[config.mk]
export PLATFORM = sky130hd
export DESIGN_NAME = sot_top
export DESIGN_NICKNAME = d
export VERILOG_FILES = /design/src/rtl/sot_pkg.sv /design/src/rtl/sot_top.sv
export SDC_FILE = /design/constraint.sdc
export NUM_CORES = 1
export LEC_CHECK = 0
export BUFFER_PORTS_ARGS = -buffer_cell sky130_fd_sc_hd__buf_4
export CORE_UTILIZATION = 25
export CTS_CLUSTER_SIZE = 24
export DETAILED_ROUTE_END_ITERATION = 6
export PLACE_DENSITY_LB_ADDON = 0.12
export SLEW_MARGIN = 25
export SYNTH_ARGS = -nofsm -noshare
export SYNTH_HDL_FRONTEND = slang
export SYNTH_SLANG_ARGS = --single-unit
[constraint.sdc]
create_clock -name CLK_I -period 7.5 [get_ports CLK_I]
set_input_delay 1.125 -clock CLK_I [delete_from_list [all_inputs] [get_ports CLK_I]]
set_output_delay 1.125 -clock CLK_I [all_outputs]
set_load 0.005 [all_outputs]
[src/rtl/sot_pkg.sv]
// Purpose: constants and carrier types of the STM-1 section overhead block
// Assumes: one byte per clock of CLK_I, 50 MHz
// Notes:   register offsets are byte addresses on a 32-bit APB
//
// Contract
// - receive defect or AIS puts 110 in K2 bits 6-8 within 250 us; code sends 110 on receive section defect only, not on loss of signal/AIS
// - defect clearing puts 000 in K2 bits 6-8 within 250 us
// - unidirectional operation forces the remote defect indication to zero
// - B2 carries even BIP-24 of previous frame, regenerator overhead excluded
// - frame combines multiplex overhead, AU-4 pointer and 2304 payload bytes; code carries 2349 payload bytes (261 columns by 9 rows)
// - J0 sends a provisioned 16-byte trace, one byte per frame
// - B1 carries even BIP-8 of previous frame as sent after scrambling
// - first row starts with three A1 then three A2 bytes
// - A1 is 11110110, A2 is 00101000
// - scramble all but first overhead row with x^7+x^6+1, frame synchronous
// - electrical output is coded mark inversion of the scrambled stream
// - optical output: light for one, dark for zero
// - loss of signal gives all-ones receive data within 250 us
// - loss of signal ending restores received data within 250 us
// - loss of signal is reported to management only while monitored; code shows it in STATUS bit 2 whether monitored or not
// - seconds holding loss of signal are counted, reported at interval end
// - monitored state set by software; faults declared only while monitored
package sot_pkg;

  // ==========================================================
  // frame geometry
  localparam int        ROWS       = 9;
  localparam int        COLS       = 270;
  localparam int        SOH_COLS   = 9;
  localparam logic [7:0] A1_BYTE   = 8'hF6;
  localparam logic [7:0] A2_BYTE   = 8'h28;
  localparam logic [2:0] K2_RDI    = 3'h6;
  localparam logic [2:0] K2_OK     = 3'h0;
  localparam logic [6:0] SCR_SEED  = 7'h7F;

  // ==========================================================
  // timing
  localparam int CLK_KHZ      = 50000;
  localparam int T_REACT_US   = 250;
  localparam int T_SEC_MS     = 1000;
  localparam int REACT_CYC    = T_REACT_US * CLK_KHZ / 1000;
  localparam int SEC_CYC      = T_SEC_MS * CLK_KHZ;

  // ==========================================================
  // registers
  localparam logic [7:0] OFS_CTRL     = 8'h00;
  localparam logic [7:0] OFS_STATUS   = 8'h04;
  localparam logic [7:0] OFS_INT_STAT = 8'h08;
  localparam logic [7:0] OFS_INT_CLR  = 8'h0C;
  localparam logic [7:0] OFS_INT_EN   = 8'h10;
  localparam logic [7:0] OFS_NDS_REP  = 8'h14;
  localparam logic [7:0] OFS_NDS_CNT  = 8'h18;
  localparam logic [7:0] OFS_TRACE0   = 8'h20;
  localparam int         CTRL_MON     = 0;
  localparam int         CTRL_UNIDIR  = 1;
  localparam int         CTRL_OPT_EN  = 2;
  localparam logic [2:0] CTRL_RST     = 3'h0;
  localparam int         EV_LOS_SET   = 0;
  localparam int         EV_LOS_CLR   = 1;
  localparam int         EV_SEC_REP   = 2;

  // ==========================================================
  // carriers
  typedef struct packed {
    logic        psel;
    logic        penable;
    logic        pwrite;
    logic [7:0]  paddr;
    logic [31:0] pwdata;
  } sot_apb_req_t;

  typedef struct packed {
    logic        pready;
    logic [31:0] prdata;
    logic        pslverr;
  } sot_apb_rsp_t;

  typedef struct packed {
    logic [7:0]  byte_val;
    logic        fs;
    logic [15:0] cmi;
    logic [7:0]  opt;
  } sot_tx_t;

endpackage : sot_pkg

[src/rtl/sot_top.sv]
// Purpose: STM-1 overhead insertion, scrambling, line coding, LOS handling
// Assumes: source presents a payload byte whenever PAY_TAKE_O is high
// Notes:   pointer bytes arrive from the source with the payload
//
// Local design decisions: register access over APB and the address map.
`timescale 1ns/10ps
module sot_top #(
  parameter int REACT_CYC = sot_pkg::REACT_CYC,
  parameter int SEC_CYC   = sot_pkg::SEC_CYC
) (
  // clock and reset
  input  wire logic              CLK_I,
  input  wire logic              RST_N_I,
  // register bus
  input  wire sot_pkg::sot_apb_req_t APB_I,
  output sot_pkg::sot_apb_rsp_t      APB_O,
  // payload source
  input  wire logic [7:0]        PAY_I,
  output logic                   PAY_TAKE_O,
  // line side
  output sot_pkg::sot_tx_t       TX_O,
  input  wire logic              RX_LOS_I,
  input  wire logic              RX_SD_I,
  input  wire logic [7:0]        RX_DATA_I,
  // internal receive side and alarms
  output logic [7:0]             RX_DATA_O,
  output logic                   RX_AIS_O,
  output logic                   LOS_REP_O,
  output logic                   IRQ_O
);
  import sot_pkg::*;

  // ==========================================================
  // state
  typedef struct packed {
    logic [3:0]       row;
    logic [8:0]       col;
    logic [1:0]       m3;
    logic [3:0]       j0_idx;
    logic [6:0]       sc;
    logic [7:0]       bip8;
    logic [7:0]       b1;
    logic [23:0]      acc24;
    logic [23:0]      b2;
    logic             cmi_pol;
    logic [1:0]       flt_st;
    logic [1:0][31:0] flt_cnt;
    logic [31:0]      sec_cnt;
    logic             sec_hit;
    logic [15:0]      nds_count;
    logic [15:0]      nds_report;
    logic [2:0]       ctrl;
    logic [2:0]       int_stat;
    logic [2:0]       int_en;
    logic [3:0][31:0] trace;
    sot_tx_t          tx;
    logic             pay_take;
    logic [7:0]       rx_data;
    logic             rx_ais;
    logic             los_rep;
    logic             irq;
    sot_apb_rsp_t     apb;
  } sot_state_t;

  localparam sot_state_t ST_RST = '0;
  localparam int FLT_END = (REACT_CYC > 3) ? REACT_CYC - 2 : 1;
  localparam int SEC_END = (SEC_CYC > 1) ? SEC_CYC - 1 : 1;

  sot_state_t s;
  sot_state_t next_s;

  // ==========================================================
  // helpers
  // returns {next state, keystream byte}, MSB sent first
  function automatic logic [14:0] scr_step(input logic [6:0] st);
    logic [6:0] x;
    logic [7:0] ks;
    x  = st;
    ks = 8'h00;
    for (int i = 7; i >= 0; i--) begin
      ks[i] = x[6];
      x     = {x[5:0], x[6] ^ x[5]};
    end
    return {x, ks};
  endfunction : scr_step

  // returns {next polarity, 16 half-bit symbols}
  function automatic logic [16:0] cmi_enc(input logic [7:0] d,
                                          input logic       pol);
    logic        p;
    logic [15:0] o;
    p = pol;
    o = 16'h0000;
    for (int i = 7; i >= 0; i--) begin
      if (d[i]) begin
        o[2*i+1] = p;
        o[2*i]   = p;
        p        = ~p;
      end else begin
        o[2*i+1] = 1'b0;
        o[2*i]   = 1'b1;
      end
    end
    return {p, o};
  endfunction : cmi_enc

  // ==========================================================
  // next-state logic
  logic        soh;
  logic        rsoh;
  logic        last;
  logic [7:0]  raw;
  logic [7:0]  scr;
  logic [14:0] scr_r;
  logic [16:0] cmi_r;
  logic [8:0]  n_col;
  logic [3:0]  n_row;
  logic [1:0]  raw_in;
  logic [1:0]  flt_prev;
  logic [2:0]  ev;
  logic        sec_end;
  logic        mon;
  logic        unidir;
  logic        apb_go;
  logic        apb_done;
  logic [31:0] rd;
  logic        rd_err;
  logic [2:0]  clr;
  logic [15:0] nds_next;

  always_comb begin
    next_s = s;
    mon    = s.ctrl[CTRL_MON];
    unidir = s.ctrl[CTRL_UNIDIR];
    soh    = (s.col < 9'(SOH_COLS));
    rsoh   = soh && (s.row < 4'd3);
    last   = (s.row == 4'(ROWS - 1)) && (s.col == 9'(COLS - 1));

    // frame position: row, column, column modulo three
    if (s.col == 9'(COLS - 1)) begin
      n_col = 9'd0;
      n_row = (s.row == 4'(ROWS - 1)) ? 4'd0 : s.row + 4'd1;
    end else begin
      n_col = s.col + 9'd1;
      n_row = s.row;
    end
    next_s.col = n_col;
    next_s.row = n_row;
    next_s.m3  = (n_col == 9'd0 || s.m3 == 2'd2) ? 2'd0 : s.m3 + 2'd1;
    next_s.pay_take = (n_col >= 9'(SOH_COLS)) || (n_row == 4'd3);
    if (last) begin
      next_s.j0_idx = s.j0_idx + 4'd1;
    end

    // byte before scrambling
    raw = 8'h00;
    if (!soh || s.row == 4'd3) begin
      raw = PAY_I;
    end else if (s.row == 4'd0) begin
      if (s.col < 9'd3) begin
        raw = A1_BYTE;
      end else if (s.col < 9'd6) begin
        raw = A2_BYTE;
      end else if (s.col == 9'd6) begin
        raw = s.trace[s.j0_idx[3:2]][8*s.j0_idx[1:0] +: 8];
      end
    end else if (s.row == 4'd1 && s.col == 9'd0) begin
      raw = s.b1;
    end else if (s.row == 4'd4 && s.col < 9'd3) begin
      raw = s.b2[8*(2 - s.m3) +: 8];
    end else if (s.row == 4'd4 && s.col == 9'd6) begin
      // unidirectional: no receive termination, so no defect to return
      raw = {5'h00, (s.flt_st[1] && !unidir) ? K2_RDI : K2_OK};
    end

    // frame-synchronous scrambler, first overhead row left clear
    scr_r = scr_step(s.sc);
    if (s.row == 4'd0 && soh) begin
      scr     = raw;
      next_s.sc = SCR_SEED;
    end else begin
      scr     = raw ^ scr_r[7:0];
      next_s.sc = scr_r[14:8];
    end

    // parity over the frame just sent
    if (last) begin
      next_s.b1   = s.bip8 ^ scr;
      next_s.bip8 = 8'h00;
    end else begin
      next_s.bip8 = s.bip8 ^ scr;
    end
    next_s.acc24 = s.acc24;
    if (!rsoh) begin
      next_s.acc24[8*(2 - s.m3) +: 8] = s.acc24[8*(2 - s.m3) +: 8] ^ raw;
    end
    if (last) begin
      next_s.b2    = next_s.acc24;
      next_s.acc24 = 24'h000000;
    end

    // line outputs
    cmi_r            = cmi_enc(scr, s.cmi_pol);
    next_s.cmi_pol   = cmi_r[16];
    next_s.tx.cmi    = cmi_r[15:0];
    next_s.tx.byte_val = scr;
    next_s.tx.fs     = (s.row == 4'd0) && (s.col == 9'd0);
    // laser held dark while the optical output is disabled
    next_s.tx.opt    = s.ctrl[CTRL_OPT_EN] ? scr : 8'h00;

    // persistence filters: 0 loss of signal, 1 receive section defect
    raw_in   = {RX_SD_I, RX_LOS_I};
    flt_prev = s.flt_st;
    for (int i = 0; i < 2; i++) begin
      if (raw_in[i] == s.flt_st[i]) begin
        next_s.flt_cnt[i] = 32'd0;
      end else if (s.flt_cnt[i] >= 32'(FLT_END - 1)) begin
        next_s.flt_cnt[i] = 32'd0;
        next_s.flt_st[i]  = raw_in[i];
      end else begin
        next_s.flt_cnt[i] = s.flt_cnt[i] + 32'd1;
      end
    end

    // all-ones toward the internal side while signal is lost
    next_s.rx_data = next_s.flt_st[0] ? 8'hFF : RX_DATA_I;
    next_s.rx_ais  = next_s.flt_st[0];
    next_s.los_rep = next_s.flt_st[0] && mon;

    // one-second interval and defect seconds
    sec_end  = (s.sec_cnt >= 32'(SEC_END));
    nds_next = s.nds_count + 16'd1;
    if (sec_end) begin
      next_s.sec_cnt = 32'd0;
      next_s.sec_hit = s.flt_st[0];
      if (s.sec_hit || s.flt_st[0]) begin
        next_s.nds_count = nds_next;
      end
      if (mon) begin
        next_s.nds_report = (s.sec_hit || s.flt_st[0]) ? nds_next
                                                       : s.nds_count;
      end
    end else begin
      next_s.sec_cnt = s.sec_cnt + 32'd1;
      next_s.sec_hit = s.sec_hit || s.flt_st[0];
    end

    // events only while monitored
    ev             = 3'h0;
    ev[EV_LOS_SET] = mon && next_s.flt_st[0] && !flt_prev[0];
    ev[EV_LOS_CLR] = mon && !next_s.flt_st[0] && flt_prev[0];
    ev[EV_SEC_REP] = mon && sec_end;

    // APB slave, one wait state
    apb_go   = APB_I.psel && APB_I.penable && !s.apb.pready;
    apb_done = APB_I.psel && APB_I.penable && s.apb.pready;
    rd       = 32'h00000000;
    rd_err   = 1'b0;
    unique case (APB_I.paddr)
      OFS_CTRL:     rd = {29'h0, s.ctrl};
      OFS_STATUS:   rd = {29'h0, s.flt_st[0], s.flt_st[1], s.los_rep};
      OFS_INT_STAT: rd = {29'h0, s.int_stat};
      OFS_INT_CLR:  rd = 32'h00000000;
      OFS_INT_EN:   rd = {29'h0, s.int_en};
      OFS_NDS_REP:  rd = {16'h0, s.nds_report};
      OFS_NDS_CNT:  rd = {16'h0, s.nds_count};
      OFS_TRACE0,
      OFS_TRACE0 + 8'h04,
      OFS_TRACE0 + 8'h08,
      OFS_TRACE0 + 8'h0C: rd = s.trace[APB_I.paddr[3:2]];
      default:      rd_err = 1'b1;
    endcase
    next_s.apb.pready  = apb_go;
    next_s.apb.prdata  = (apb_go && !APB_I.pwrite) ? rd : 32'h00000000;
    next_s.apb.pslverr = apb_go && rd_err;

    clr = 3'h0;
    if (apb_done && APB_I.pwrite) begin
      unique case (APB_I.paddr)
        OFS_CTRL:    next_s.ctrl   = APB_I.pwdata[2:0];
        OFS_INT_CLR: clr           = APB_I.pwdata[2:0];
        OFS_INT_EN:  next_s.int_en = APB_I.pwdata[2:0];
        OFS_TRACE0,
        OFS_TRACE0 + 8'h04,
        OFS_TRACE0 + 8'h08,
        OFS_TRACE0 + 8'h0C: begin
          next_s.trace[APB_I.paddr[3:2]] = APB_I.pwdata;
        end
        default: ;
      endcase
    end
    // an event in the clearing cycle survives
    next_s.int_stat = (s.int_stat & ~clr) | ev;
    next_s.irq      = |(next_s.int_stat & next_s.int_en);
  end

  // ==========================================================
  // registers
  always_ff @(posedge CLK_I or negedge RST_N_I) begin
    if (!RST_N_I) begin
      s <= ST_RST;
    end else begin
      s <= next_s;
    end
  end

  // ==========================================================
  // outputs
  assign APB_O      = s.apb;
  assign PAY_TAKE_O = s.pay_take;
  assign TX_O       = s.tx;
  assign RX_DATA_O  = s.rx_data;
  assign RX_AIS_O   = s.rx_ais;
  assign LOS_REP_O  = s.los_rep;
  assign IRQ_O      = s.irq;

endmodule : sot_top

==> metrics.yaml <==
layout:
  mostFrequentLayoutCells: "dfrtp_1, nand2_1, buf_4"
  final-instance-count-excl-fill: 2969
  seq_area_sq_um: 10900
  nFillCells: 8357
  nets: 1955
  multi_input_area_sq_um: 8950
  syn_to_final_growth_pct: 17.9
  final_common_cell: "dfrtp_1"
  drive_gt1_share_pct: 26.3
worst_setup_path:
  rrSetupSlack_ns: 2.17
  critPathKind: "flip-flop to flip-flop"
  r2r_cells: 15
  rr_endpoint: "s[347]"
  arrival_ns: 5.81
  worstSetupEndpointType: "flip-flop"
  cp-start-kind: "flip-flop"
  r2r_start: "s[419]"
  cp_max_fo: 26
  required_ns: 7.99
grt:
  antenna_found_initial: 3
  grt_usage_pct: 13.5
  grt_max_degree: 160
  grt_pass1_vias: 14039
  grt_first_pass_wirelength_mm: 87.9
  overflow: 0
hold_path:
  min_path_type: "flip-flop to flip-flop"
  hold-path-endpoint: "s[228]"
  min_from: "s[228]"
  worstHoldPathCells: 2
place:
  port_buffers: 141
  gp_congestion: 0.784
  dpl.hpwl_mm: 38.2
  place_ws_ns: 2.10
  dp_cells: 2870
yosys:
  yosysSeqAreaShare_pct: 52.7
  ys_warn_count: 0
  synth_area_per_cell_sq_um: 11.8
  async_flop_share_pct: 100
  synth_cell_types: 73
  syn_inst: 1756
  ys_seq_elements: 437
  synth-edff-count: 0
  netlist_area_sq_um: 20800
  synth_ff_type: "dfrtp_1"
route:
  wl_per_cell_microns: 18.9
  drc_errors: 0
  ant_nets: 0
  wl_mm: 56.2
  drt-initial-drc-count: 784
  drtPass1Iterations: 5
  vias: 13215
  vias_per_cell: 4.45
timing:
  hold-worst-slack_ns: 0.477
  rsz0062_at_grt: "no"
  final.setup.tns_ns: 0
  period_share_pct: 71.1
  finalSetupViolCount: 0
  setup_slack_ns: 2.17
  fin_skew_ns: 0.0283
  finalHoldViolCount: 0
  fmax_ghz: 0.188
  maxSlewHeadroom_pct: 38.4
  worst_pin_slew_ns: 0.924
  min_period_ns: 5.33
  drv_slew: 0
clock_network:
  htreeDepth: 2
  post_cts_buffers: 0
  path_clk_slew_ns: 0.06
  cts_made_buffers: 52
  cts_root_buf: "clkbuf_16"
  clock-sinks: 437
  clk_latency_ns: 0.61
  cts_resized: 0
  postCtsHoldBufs: 0
  cts_tree: "done"
  clock_path_buffers: 3
run_status:
  status: "complete, no violations"
run:
  maxCapViolCount: 0
pwr:
  ir_drop_mv: 0.149
  power_density_nw_per_um2: 241
  power.static_leakage_nw: 11.0
floorplan:
  die_height_microns: 290
  coreArea_sq_um: 82100
  io_pins: 142
  die_width_microns: 290
  initial_utilization_pct: 25.3
  rows: 105
  die-area_sq_um: 84200
==> metal layers <==
layer | vias to the layer above | wire (microns) | GRT usage, %
met3 | 78 | 1830 | 2.16
li1 | 6231 | - | -
met5 | - | 0 | 0
met4 | 0 | 1420 | 4.32
met1 | 6713 | 25800 | 18.1
met2 | 193 | 27100 | 22.1
==> stage by stage <==
step | area, sq um | utilization, % | power (W)
3_5_place_dp | 22600 | 27.5 | 0.00327
6_report | 24500 | 29.8 | 0.00591
4_1_cts | 24400 | 29.8 | 0.00603
5_1_grt | 24500 | 29.8 | 0.00621
2_1_floorplan | 20900 | - | 0.00301
3_3_place_gp | 22600 | 27.5 | 0.00326
==> cells by family after synthesis <==
| group | after synthesis | synth area share [%] |
|---|---|---|
| simple gates | 497 | 11.5 |
| flops | 437 | 52.7 |
| compound gates | 237 | 7.38 |
| mux | 231 | 15.8 |
| buf+inv | 195 | 5.06 |
| xor+xnor | 121 | 5.32 |
| fa+ha+maj | 37 | 2.23 |
| other cells | 1 | 0.0181 |
==> power breakdown <==
group	internal (W)	switching [W]
Clock	0.00165	0.00105
Combinational	0.000234	0.000326
Sequential	0.00253	0.000124
==> synth_stat cells (39+ instances only) <==
cell type	instances	area, sq um
mux2_2	146	1640
and3_1	39	244
mux4_2	62	1400
nor2_1	144	541
xnor2_1	64	561
a21oi_1	59	295
clkbuf_1	55	206
buf_4	78	586
dfrtp_1	437	10900
nand2_1	162	608
o21ai_0	64	320
xor2_1	51	447
==> cell type report <==
cell class / count / share of cell area [%]
sequential: 437 / 44.7
multi-input combinational: 1165 / 36.6
clock buffer: 72 / 6.20
tap: 1070 / 5.47
timing repair buffer: 162 / 5.12
clock inverter: 25 / 1.30
inverter: 37 / 0.568
antenna: 1 / 0.0102
==> critical path, stage by stage (launching register included) <==
cell and delay (ns):
dfrtp_2 0.84, mux4_2 0.58, nor2b_1 0.14, a211o_1 0.33, a31oi_1 0.42, o31ai_4 0.16, xnor2_2 0.29, ha_1 0.31
inv_1 0.07, ha_1 0.25, ha_1 0.30, ha_1 0.30, ha_1 0.32, ha_1 0.30, ha_1 0.30, ha_1 0.28
==> worst max path at each step <==
stage | endpoint | cells after the start | startpoint | slack, ns
final | s[347] | 15 | s[419] | 2.17
after global routing | s[347] | 15 | s[419] | 1.92
after CTS | s[347] | 15 | s[419] | 2.08
after detailed placement | s[347] | 15 | s[419] | 2.10
after global placement | s[347] | 15 | s[419] | 2.23
after floorplan | s[347] | 20 | s[423] | 2.32
Note: power is estimated with default switching activity, not from simulation.
